<file path="src/hw/spctl_pkg.sv">
package spctl_pkg;
	// register map
	localparam logic [7:0] SPCTL_ADDR_CTRL     = 8'h24;
	localparam logic [7:0] SPCTL_ADDR_IRQ_STAT = 8'h25;
	localparam logic [7:0] SPCTL_ADDR_IRQ_MASK = 8'h26;
	// control field positions
	localparam int SPCTL_BIT_FETCH_IGN = 7;
	localparam int SPCTL_BIT_MODE_HI   = 6;
	localparam int SPCTL_BIT_MODE_LO   = 5;
	localparam int SPCTL_BIT_CS_SEL    = 4;
	localparam int SPCTL_BIT_PMODE_HI  = 3;
	localparam int SPCTL_BIT_PMODE_LO  = 2;
	localparam int SPCTL_BIT_PRIO_HI   = 1;
	localparam int SPCTL_BIT_PRIO_LO   = 0;
	// reset values
	localparam logic [7:0] SPCTL_CTRL_RST = 8'h00;
	localparam logic [1:0] SPCTL_IRQ_RST  = 2'h0;
	// interrupt status bits
	localparam int SPCTL_IRQ_SLAVE  = 0;
	localparam int SPCTL_IRQ_PMCHG  = 1;

	typedef enum logic [1:0] {
		SPCTL_PA_INPUT  = 2'b00,
		SPCTL_PA_OUTPUT = 2'b01,
		SPCTL_PA_SLAVE  = 2'b10,
		SPCTL_PA_IOBUS  = 2'b11
	} spctl_pmode_e;

	typedef struct packed {
		logic         fetch_ignore;
		logic         cs_from_pb6;
		spctl_pmode_e pmode;
		logic [1:0]   prio;
	} spctl_cfg_s;

	typedef struct packed {
		logic slave_port_en;
		logic io_bus_en;
		logic pa_drive;
		logic pb_addr_en;
	} spctl_port_s;
endpackage : spctl_pkg

</file>
<file path="src/hw/spctl_top.sv">
// Operation
// - bit 7 clear: boot-mode pins steer program fetch; set: they are ignored
// - reads of bits 6:5 return the live boot-mode pin levels
// - writes to bits 6:5 are discarded; software writes zeros there
// - mode 00: slave port off, port A is an eight-bit input
// - mode 01: slave port off, port A drives as eight-bit output
// - mode 10: slave port on, host reaches it through port A
// - mode 11: external I/O bus, port A data, port B 7:2 address
// - priority 00: no slave port interrupt request is raised
// - priority 01, 10, 11 raise slave interrupts at level 1, 2, 3
module spctl_top
	import spctl_pkg::*;
(
	// clock and reset
	input  wire logic       sys_clk_in,
	input  wire logic       resetn_in,
	input  wire logic       clk_en_in,
	// register port
	input  wire logic [7:0] addr_in,
	input  wire logic [7:0] wdata_in,
	input  wire logic       wr_in,
	input  wire logic       rd_in,
	output logic [7:0]      rdata_out,
	// pins
	input  wire logic [1:0] boot_mode_pins_in,
	input  wire logic       port_e_bit_seven_in,
	input  wire logic       port_b_bit_six_in,
	input  wire logic       slave_irq_req_in,
	// controls
	output logic            fetch_by_pins_out,
	output logic            slave_chip_select_n_out,
	output logic            slave_port_en_out,
	output logic            io_bus_en_out,
	output logic            pa_drive_out,
	output logic            pb_addr_en_out,
	output logic [1:0]      irq_prio_out,
	// interrupt
	output logic            irq_out
);
	spctl_cfg_s  cfg_ff;
	spctl_port_s port_s;
	logic [1:0]  irq_stat_ff;
	logic [1:0]  irq_mask_ff;
	logic [7:0]  nxt_rdata;
	logic [7:0]  rdata_ff;
	logic        slave_req_ff;
	logic [1:0]  irq_set;
	logic        wr_ctrl;
	logic        wr_stat;

	assign wr_ctrl = clk_en_in && wr_in && addr_in == SPCTL_ADDR_CTRL;
	assign wr_stat = clk_en_in && wr_in && addr_in == SPCTL_ADDR_IRQ_STAT;

	// bits 6:5 are never stored, so a stray write cannot reach them
	always_ff @(posedge sys_clk_in) begin
		if (!resetn_in) begin
			cfg_ff <= spctl_cfg_s'({SPCTL_CTRL_RST[SPCTL_BIT_FETCH_IGN],
			                        SPCTL_CTRL_RST[SPCTL_BIT_CS_SEL:SPCTL_BIT_PRIO_LO]});
		end else if (wr_ctrl) begin
			cfg_ff.fetch_ignore <= wdata_in[SPCTL_BIT_FETCH_IGN];
			cfg_ff.cs_from_pb6  <= wdata_in[SPCTL_BIT_CS_SEL];
			cfg_ff.pmode        <= spctl_pmode_e'(wdata_in[SPCTL_BIT_PMODE_HI:SPCTL_BIT_PMODE_LO]);
			cfg_ff.prio         <= wdata_in[SPCTL_BIT_PRIO_HI:SPCTL_BIT_PRIO_LO];
		end
	end

	assign fetch_by_pins_out = !cfg_ff.fetch_ignore;

	spctl_decode u_decode (
		.cfg_in                  (cfg_ff),
		.port_e_bit_seven_in     (port_e_bit_seven_in),
		.port_b_bit_six_in       (port_b_bit_six_in),
		.slave_irq_req_in        (slave_irq_req_in),
		.port_out                (port_s),
		.slave_chip_select_n_out (slave_chip_select_n_out),
		.irq_prio_out            (irq_prio_out)
	);

	assign slave_port_en_out = port_s.slave_port_en;
	assign io_bus_en_out     = port_s.io_bus_en;
	assign pa_drive_out      = port_s.pa_drive;
	assign pb_addr_en_out    = port_s.pb_addr_en;

	// events: rising slave request while enabled, and any port mode change
	always_ff @(posedge sys_clk_in) begin
		if (!resetn_in) begin
			slave_req_ff <= 1'b0;
		end else if (clk_en_in) begin
			slave_req_ff <= slave_irq_req_in;
		end
	end

	always_comb begin
		irq_set = 2'h0;
		irq_set[SPCTL_IRQ_SLAVE] = slave_irq_req_in && !slave_req_ff && (irq_prio_out != 2'h0);
		irq_set[SPCTL_IRQ_PMCHG] = wr_ctrl &&
			(wdata_in[SPCTL_BIT_PMODE_HI:SPCTL_BIT_PMODE_LO] != cfg_ff.pmode);
	end

	// set wins over a write-one clear in the same cycle
	always_ff @(posedge sys_clk_in) begin
		if (!resetn_in) begin
			irq_stat_ff <= SPCTL_IRQ_RST;
		end else if (clk_en_in) begin
			irq_stat_ff <= (irq_stat_ff & ~(wr_stat ? wdata_in[1:0] : 2'h0)) | irq_set;
		end
	end

	always_ff @(posedge sys_clk_in) begin
		if (!resetn_in) begin
			irq_mask_ff <= SPCTL_IRQ_RST;
		end else if (clk_en_in && wr_in && addr_in == SPCTL_ADDR_IRQ_MASK) begin
			irq_mask_ff <= wdata_in[1:0];
		end
	end

	assign irq_out = |(irq_stat_ff & irq_mask_ff);

	always_comb begin
		nxt_rdata = 8'h00;
		case (addr_in)
			SPCTL_ADDR_CTRL: begin
				nxt_rdata = {cfg_ff.fetch_ignore, boot_mode_pins_in, cfg_ff.cs_from_pb6,
				             cfg_ff.pmode, cfg_ff.prio};
			end
			SPCTL_ADDR_IRQ_STAT: begin
				nxt_rdata = {6'h00, irq_stat_ff};
			end
			SPCTL_ADDR_IRQ_MASK: begin
				nxt_rdata = {6'h00, irq_mask_ff};
			end
			default: begin
				nxt_rdata = 8'h00;
			end
		endcase
	end

	// data stands after a taken read strobe until the next clock-enabled edge clears it
	always_ff @(posedge sys_clk_in) begin
		if (!resetn_in) begin
			rdata_ff <= 8'h00;
		end else if (clk_en_in) begin
			rdata_ff <= rd_in ? nxt_rdata : 8'h00;
		end
	end

	assign rdata_out = rdata_ff;
endmodule // spctl_top

</file>
<file path="src/hw/spctl_decode.sv">
module spctl_decode
	import spctl_pkg::*;
(
	// configuration
	input  wire spctl_cfg_s  cfg_in,
	// pins and requests
	input  wire logic        port_e_bit_seven_in,
	input  wire logic        port_b_bit_six_in,
	input  wire logic        slave_irq_req_in,
	// decoded controls
	output spctl_port_s      port_out,
	output logic             slave_chip_select_n_out,
	output logic [1:0]       irq_prio_out
);
	always_comb begin
		port_out = '0;
		case (cfg_in.pmode)
			SPCTL_PA_INPUT: begin
				port_out = '0;
			end
			SPCTL_PA_OUTPUT: begin
				port_out.pa_drive = 1'b1;
			end
			SPCTL_PA_SLAVE: begin
				port_out.slave_port_en = 1'b1;
			end
			SPCTL_PA_IOBUS: begin
				port_out.io_bus_en  = 1'b1;
				port_out.pa_drive   = 1'b1;
				port_out.pb_addr_en = 1'b1;
			end
			default: begin
				port_out = '0;
			end
		endcase
	end

	// chip select only meaningful while the slave port is enabled
	assign slave_chip_select_n_out = cfg_in.cs_from_pb6 ? port_b_bit_six_in
	                                                    : port_e_bit_seven_in;

	// a priority of zero leaves the request silent
	assign irq_prio_out = (slave_irq_req_in && cfg_in.pmode == SPCTL_PA_SLAVE)
	                      ? cfg_in.prio : 2'h0;
endmodule // spctl_decode

</file>
<file path="config.mk">
export PLATFORM = sky130hd
export DESIGN_NAME = spctl_top
export DESIGN_NICKNAME = d
export VERILOG_FILES = /design/src/hw/spctl_pkg.sv /design/src/hw/spctl_top.sv /design/src/hw/spctl_decode.sv
export SDC_FILE = /design/constraint.sdc
export NUM_CORES = 1
export LEC_CHECK = 0
export ABC_AREA = 1
export CAP_MARGIN = 25
export CORE_UTILIZATION = 60
export DETAILED_ROUTE_END_ITERATION = 16
export DONT_BUFFER_PORTS = 1
export GPL_TIMING_DRIVEN = 0
export PLACE_DENSITY = 0.76
export SLEW_MARGIN = 20
export SYNTH_ARGS = -nofsm -noshare
export SYNTH_HDL_FRONTEND = slang
export SYNTH_HIERARCHICAL = 1
export SYNTH_SLANG_ARGS = --single-unit
</file>
<file path="constraint.sdc">
create_clock -name sys_clk_in -period 1.4 [get_ports sys_clk_in]
set_input_delay 0.35 -clock sys_clk_in [delete_from_list [all_inputs] [get_ports sys_clk_in]]
set_output_delay 0.35 -clock sys_clk_in [all_outputs]
set_load 0.01 [all_outputs]
</file>
==> results of run 1 <==
==> metrics by stage <==
step	power, mW	setup WS (ns)	instance area, um2	util
after floorplan	0.599	0.254	955	-
after global placement	0.605	0.169	975	0.655
after detailed placement	0.608	0.132	975	0.655
after CTS	0.871	0.000432	1000	0.675
after global routing	0.898	0.00872	1010	0.682
final	0.861	0.0547	1010	0.682
==> logic make-up (layout without fill, tap and decap cells) <==
group / after synthesis / count (layout)
simple gates: 65 / 65
compound gates: 26 / 26
buf+inv: 26 / 30
flops: 19 / 19
xor+xnor: 2 / 2
==> flip-flops by register name, indices dropped and copies added, names as in the netlist <==
signal,count
rdata_out,8
cfg_ff,6
irq_stat_ff,2
irq_mask_ff,2
slave_req_ff,1
==> area by class of cell <==
type,instances,share of cell area
Buffer,4,0.0222
Multi-Input combinational cell,93,0.467
Tap cell,16,0.0197
Clock buffer,3,0.0222
Sequential cell,19,0.382
Inverter,22,0.0814
Clock inverter,1,0.00493
==> cell usage after synthesis <==
master,count
nand2_1,22
dfxtp_1,19
nor2_1,18
inv_1,16
nand3_1,15
a21oi_1,13
o21ai_0,10
inv_2,5
nand2_2,3
buf_4,2
clkbuf_1,2
nand4_1,2
nor2_2,2
nor2_4,2
xor2_1,2
a22o_1,1
clkinv_1,1
nand3_2,1
o211ai_4,1
o21ai_1,1
==> power breakdown <==
group / switching [mW] / internal (mW) / total, mW
Combinational: 0.0376 / 0.0144 / 0.0520
Clock: 0.164 / 0.106 / 0.270
Sequential: 0.00101 / 0.538 / 0.539
==> worst paths after layout <==
kind,from,endpoint,cells after the start
setup / recovery,cfg_ff[2]$_SDFFE_PN0P_,io_bus_en_out,3
hold / removal,resetn_in,cfg_ff[3]$_SDFFE_PN0P_,2
setup reg to reg,cfg_ff[2]$_SDFFE_PN0P_,irq_stat_ff[0]$_SDFFE_PN0P_,5
hold reg to reg,irq_mask_ff[1]$_SDFFE_PN0P_,irq_mask_ff[1]$_SDFFE_PN0P_,2
==> metal layers <==
layer,up-vias,GRT usage
met2,35,0.409
met3,2,0.0652
met4,0,0.0581
met1,389,0.269
li1,448,-
met5,-,0
==> critical path, cell delays in order, from the launching register on <==
cell and delay [ns]:
dfxtp_4 0.40, nand2_1 0.06, inv_1 0.11, buf_4 0.14
==> what timing repair did <==
item | in CTS | in global routing
resized for setup | 2 | 4
setup buffers | 0 | 0
endpoints found under the setup margin | 3 | 3
hold endpoints to repair | 0 | 0
==> results_dict.tcl, run 1 <==
set metrics [dict create \
    yosysWarnings 6 \
    grt_usage 0.230 \
    end_kind "primary output" \
    finalWirelength_mm 1.96 \
    worst_pin_slew_ns 0.455 \
    crit_type "reg2out" \
    grt_antenna_before_repair 0 \
    yosysUniqueCellTypes 20 \
    status "complete, no violations" \
    first_pass_iters 4 \
    grt_pass1_wl_mm 3.11 \
    hold_ws_ns 0.180 \
    wl_met3_um 155 \
    start_util 0.641 \
    yosys_register_bits 19 \
    synthesis.area_um2 955 \
    vdd_drop_max_v 0.000667 \
    htree_levels 1 \
    grt_remaining_overflow 0 \
    die_w_um 41.9 \
    grt_setup_unrepaired "no" \
    rows 14 \
    yosysTopAreaCellShare 0.398 \
    area_delta_synth_final_pct 6.29 \
    finalNetCount 169 \
    final_cell_mix "nand2_1, dfxtp_1, inv_1, nor2_1, nand3_1" \
    startpoint_type "flop" \
    clk_path_buf_depth 2 \
    final_common_cell "nand2_1" \
    num_io_pins 43 \
    cts_made_buffers 3 \
    met1_length_um 829 \
    synth_compound_area_frac 0.157 \
    period_needed_ns 1.35 \
    synthXorXnorAreaFrac 0.0183 \
    dpl.cell_count 154 \
    cts_tree "yes" \
    root_buffer "clkbuf_4" \
    syn_avg_cell_area_um2 6.92 \
    viasPerCell 5.53 \
    yosys.area_share.simple 0.316 \
    synth_top_area_cell "dfxtp_1" \
    finalHoldViolations 0 \
    clock_sinks 19 \
    min_path_type "in2reg" \
    relSlewSlack 0.697 \
    gp_congestion 0.804 \
    path_max_fanout 7 \
    clock_skew_ns 0.000483 \
    drv_slew 0 \
    synth_top_family_by_area "simple AND/OR/NAND/NOR gates" \
    finalSetupViolations 0 \
    syn_inst 138 \
    max_freq_mhz 743 \
    r2r_setup_slack_ns 0.39 \
    multiInputGateArea_um2 474 \
    grt_max_degree 12 \
    arrival_ns 1.00 \
    p_per_area_nw_per_um2 848 \
    clk_pin_slew_worst_paths_ns 0.11 \
    wl_per_cell_um 12.4 \
    yosys.area_share.adder 0 \
    core_area_um2 1490 \
    drive_above_1_share 0.169 \
    setup_tns_ns 0 \
    hpwl_mm 1.56 \
    worstPathRequired_ns 1.05 \
    clk_latency_ns 0.29 \
    ant_nets 0 \
    power_leakage_nw 0.409 \
    synthMuxAreaShare 0 \
    period_share 0.961 \
    vias 874 \
    drt_iter0_drc 9 \
    die_y_um 41.9 \
    nFillCells 140 \
    die-area_um2 1750 \
    grt_pass1_vias 781 \
    sequential_cell_area_um2 388 \
    drc_errors 0 \
    wl_met2_um 966 \
    diodes 0 \
    ys_top_cells_by_area "dfxtp_1, nand2_1, nand3_1" \
    postCtsHoldBufs 0 \
    io_buffers 0 \
    yosysSeqAreaShare 0.398 \
    maxCapViolCount 0 \
    fin_cells 158 \
    maxUsedRoutingLayer "met4" \
    synth.net_count 164 \
]
No activity file was read; power rests on OpenSTA's default activity.
==> run 2, diff against run 1 <==
PLACE_DENSITY = 0.87   (was 0.76)
==> run 2 against run 1 <==
Setup slack got worse by 0.0049 ns. Die area did not move. Maximum frequency fell by 0.37%. Non-clock buffer count rose by 1. Critical endpoint is now slave_port_en_out. Largest power group unchanged. Sequential cell count did not move. Largest cell class unchanged. Clock skew rose by 0.0025 ns.
==> results_dict.tcl, run 2 (synthesized netlist as in run 1, its figures left out) <==
set metrics [dict create \
    p_per_area_nw_per_um2 846 \
    combinationalPowerShare 0.059 \
    clock_sinks 19 \
    vias 886 \
    vdd_drop_max_v 0.000661 \
    grt_pass1_vias 808 \
    drt_iter0_drc 19 \
    io_buffers 0 \
    min_to "rdata_out[0]$_SDFFE_PN0P_" \
    setup_ws_ns 0.0497 \
    num_io_pins 43 \
    grt_antenna_before_repair 0 \
    stdcell_area_um2 1020 \
    dpl_cell_area_um2 975 \
    clock_power_share 0.317 \
    final_cell_mix "nand2_1, dfxtp_1, nor2_1, inv_1, nand3_1" \
    root_buffer "clkbuf_4" \
    largest_register_ffs 8 \
    clk_latency_ns 0.30 \
    start_util 0.641 \
    hold_ws_ns 0.170 \
    min_from "resetn_in" \
    gp_congestion 0.837 \
    switchingPower_mw 0.206 \
    nFillCells 130 \
    crit_type "reg2out" \
    whs_path_depth 2 \
    status "complete, no violations" \
    finalNetCount 170 \
    ff2ff_path_depth 5 \
    drv_slew 0 \
    drive_above_1_share 0.182 \
    setup_tns_ns 0 \
    grt_max_degree 12 \
    worst_pin_slew_ns 0.411 \
    wl_per_cell_um 12.4 \
    power_leakage_nw 0.412 \
    grt_pass1_wl_mm 3.22 \
    first_pass_iters 6 \
    htree_levels 1 \
    core_area_um2 1490 \
    clk_path_buf_depth 2 \
    r2r-end "irq_stat_ff[0]$_SDFFE_PN0P_" \
    p_int_mw 0.659 \
    path_max_fanout 6 \
    cts_tree "yes" \
    grt_usage 0.239 \
    finalPower_mw 0.865 \
    max_freq_mhz 741 \
    final_common_cell "nand2_1" \
    ant_nets 0 \
    startpoint_type "flop" \
    diodes 0 \
    rr_startpoint "cfg_ff[2]$_SDFFE_PN0P_" \
    r2r_setup_slack_ns 0.41 \
    die_w_um 41.9 \
    finalSetupViolations 0 \
    finalHoldViolations 0 \
    seqPwrFrac 0.624 \
    clock_skew_ns 0.00298 \
    place_worst_setup_slack_ns 0.120 \
    viasPerCell 5.57 \
    die-area_um2 1750 \
    area_delta_synth_final_pct 7.08 \
    min_path_type "in2reg" \
    end_kind "primary output" \
    maxCapViolCount 0 \
    rows 14 \
    clk_pin_slew_worst_paths_ns 0.11 \
    cts_made_buffers 3 \
    period_needed_ns 1.35 \
    grt_remaining_overflow 0 \
    relSlewSlack 0.726 \
    drc_errors 0 \
    hpwl_mm 1.48 \
    die_y_um 41.9 \
    period_share 0.964 \
    worstPathRequired_ns 1.05 \
    arrival_ns 1.00 \
    finalWirelength_mm 1.97 \
    swShare 0.238 \
    grt_setup_unrepaired "no" \
]
## run 2: area by class of cell
cell class	count	area, um2	area share
Multi-Input combinational cell	93	474	0.464
Sequential cell	19	388	0.379
Inverter	22	82.6	0.0808
Clock buffer	3	22.5	0.0220
Buffer	4	22.5	0.0220
Tap cell	16	20.0	0.0196
Timing Repair Buffer	1	7.51	0.00734
Clock inverter	1	5.00	0.00490
## run 2: how the worst max path moves through the flow
stage / end / from / cells past startpoint
CTS: io_bus_en_out / cfg_ff[2]$_SDFFE_PN0P_ / 3
detailed placement: cfg_ff[1]$_SDFFE_PN0P_ / addr_in[3] / 8
floorplan: irq_mask_ff[0]$_SDFFE_PN0P_ / addr_in[4] / 7
global placement: cfg_ff[5]$_SDFFE_PN0P_ / addr_in[3] / 8
finish: slave_port_en_out / cfg_ff[2]$_SDFFE_PN0P_ / 2
global route: irq_prio_out[0] / cfg_ff[2]$_SDFFE_PN0P_ / 3
## run 2: repair_timing
action,in CTS,in global routing
resized for setup,4,3
pin swaps,0,0
setup buffers,0,1
hold buffers,0,0
setup endpoints to repair,3,1
## run 2: layer usage
metal / vias up / global-route usage / routed length (um)
met1: 391 / 0.297 / 878
met5: - / 0 / 0
met2: 43 / 0.384 / 894
met3: 4 / 0.0522 / 158
met4: 0 / 0.129 / 40
li1: 448 / - / -
## run 2: power by group through the flow
stage	logic [mW]	clock network (mW)	registers, mW
after floorplan	0.0439	0	0.555
after global placement	0.0492	0	0.556
after detailed placement	0.0513	0	0.556
after CTS	0.0515	0.274	0.543
after global routing	0.0583	0.298	0.540
final	0.0512	0.274	0.540
## run 2: critical path, cell delays in order, from the launching register on
cell and delay (ns):
dfxtp_4 0.38, buf_4 0.14, nor2_1 0.19
## run 2: stage by stage
step	std cells	util
2_1_floorplan	138	-
3_3_place_gp	154	0.655
3_5_place_dp	154	0.655
4_1_cts	158	0.678
5_1_grt	159	0.687
6_report	159	0.687
==> run 3, diff against run 2 <==
CORE_UTILIZATION = 54   (was 60)
PLACE_DENSITY = 0.83   (was 0.87)
clock period = 1.1 ns   (was 1.4 ns; I/O delays follow)
==> run 3 against run 2 <==
The run now ends with design-rule violations, negative setup slack left. Combinational power grew 38%. Global-route usage shrank 0.73 points. Cell count grew 0.63%. Routed wire length grew 7.2%. Clock skew is essentially flat. Critical path depth grew 1. Clock power grew 28%. Largest power group unchanged.
==> results_dict.tcl, run 3 (synthesized netlist as in run 1, its figures left out) <==
set metrics [dict create \
    status "complete, but fails checks" \
    violations "design-rule violations, negative setup slack" \
    setup_ws_ns -0.154 \
    setup_tns_ns -0.638 \
    min_from "resetn_in" \
    whs_path_depth 2 \
    vdd_drop_max_v 0.000582 \
    period_needed_ns 1.25 \
    end_kind "primary output" \
    finalSetupViolations 6 \
    postLayoutCoreUtil 0.679 \
    area_delta_synth_final_pct 12.2 \
    fin_cells 160 \
    place_worst_setup_slack_ns -0.111 \
    crit_type "reg2out" \
    r2r-end "irq_stat_ff[1]$_SDFFE_PN0P_" \
    final_cell_mix "nand2_1, nor2_1, inv_1, nand3_1, dfxtp_1" \
    clock_sinks 19 \
    path_max_fanout 6 \
    grt_remaining_overflow 0 \
    clk_latency_ns 0.30 \
    grt_setup_unrepaired "yes" \
    grt_usage 0.232 \
    gp_congestion 0.780 \
    drt_iter0_drc 35 \
    largest_register_ffs 8 \
    num_io_pins 43 \
    startpoint_type "flop" \
    htree_levels 1 \
    rr_startpoint "cfg_ff[2]$_SDFFE_PN0P_" \
    arrival_ns 0.98 \
    grt_pass1_wl_mm 3.42 \
    clk_pin_slew_worst_paths_ns 0.11 \
    relSlewSlack 0.719 \
    drc_errors 4 \
    postCtsHoldBufs 0 \
    diodes 0 \
    r2r_setup_slack_ns 0.11 \
    max_freq_mhz 797 \
    cts_tree "yes" \
    ff2ff_path_depth 4 \
    die-area_um2 1940 \
    stdcell_area_um2 1070 \
    grt_antenna_before_repair 0 \
    period_share 1.14 \
    dpl_cell_area_um2 975 \
    root_buffer "clkbuf_4" \
    viasPerCell 5.63 \
    p_per_area_nw_per_um2 1030 \
    first_pass_iters 10 \
    vias 900 \
    drive_above_1_share 0.222 \
    min_path_type "in2reg" \
    die_w_um 44.0 \
    cts_made_buffers 3 \
    finalHoldViolations 0 \
    finalNetCount 171 \
    grt_max_degree 12 \
    worst_pin_slew_ns 0.422 \
    dpl.cell_count 154 \
    grt_pass1_vias 792 \
    maxCapViolCount 0 \
    finalWirelength_mm 2.11 \
    worstPathRequired_ns 0.82 \
    die_y_um 44.0 \
    hpwl_mm 1.55 \
    ant_nets 0 \
    final_common_cell "nand2_1" \
    min_to "cfg_ff[3]$_SDFFE_PN0P_" \
    core_area_um2 1580 \
    clock_skew_ns 0.00335 \
    power_leakage_nw 0.429 \
    clk_path_buf_depth 2 \
    wl_per_cell_um 13.2 \
    drv_slew 0 \
    io_buffers 0 \
    start_util 0.606 \
    rows 14 \
]
==> run 3: cell count changes in the layout (fill, tap and decap cells not counted), sizes merged <==
cell / before / now
buf: 3 / 5
clkbuf: 5 / 4
==> run 3: worst max-delay path: stages (launching register included) <==
cell and delay, ns:
dfxtp_4 0.38, inv_2 0.07, nand3_4 0.08, nor2_4 0.16
==> run 3: how the worst max path moves through the flow <==
stage | startpoint | to | slack [ns] | depth (start not counted)
floorplan | addr_in[4] | irq_mask_ff[0]$_SDFFE_PN0P_ | 0.03 | 7
global placement | addr_in[3] | cfg_ff[5]$_SDFFE_PN0P_ | -0.07 | 8
detailed placement | addr_in[4] | irq_mask_ff[0]$_SDFFE_PN0P_ | -0.11 | 7
CTS | cfg_ff[2]$_SDFFE_PN0P_ | irq_prio_out[0] | -0.16 | 3
global route | cfg_ff[2]$_SDFFE_PN0P_ | irq_prio_out[1] | -0.21 | 3
finish | cfg_ff[2]$_SDFFE_PN0P_ | irq_prio_out[1] | -0.15 | 3
==> run 3: timing repair <==
item                       CTS  global route
gates cloned                 0             0
buffers inserted             1             1
gates resized for setup     13             7
setup endpoints to repair    9             8
pin swaps                    2             1
==> run 3: layout make-up <==
cell class / instances / area (um2)
inverter: 22 / 82.6
tap: 16 / 20.0
fill: 136 / 505
buffer: 4 / 27.5
sequential: 19 / 393
clock buffer: 3 / 22.5
multi-input combinational: 93 / 505
clock inverter: 1 / 5.00
timing repair buffer: 2 / 15.0
==> run 3: layer usage <==
layer	part of all wire	GRT usage
met1	0.42	0.293
met3	0.099	0.0816
met4	0.0099	0.0545
met2	0.47	0.379
met5	0	0
==> run 3: power breakdown <==
| part | internal [mW] | total (mW) | switching [mW] | leakage [nW] |
|---|---|---|---|---|
| logic | 0.0208 | 0.0709 | 0.0502 | 0.255 |
| registers | 0.683 | 0.684 | 0.00170 | 0.156 |
| clock network | 0.136 | 0.351 | 0.216 | 0.0177 |
==> run 3: per-stage QoR <==
step / total power [mW] / hold WS (ns)
3_3_place_gp: 0.770 / 0.413
6_report: 1.11 / 0.0878
5_1_grt: 1.15 / 0.0819
3_5_place_dp: 0.773 / 0.417
2_1_floorplan: 0.763 / 0.404
4_1_cts: 1.11 / 0.0885
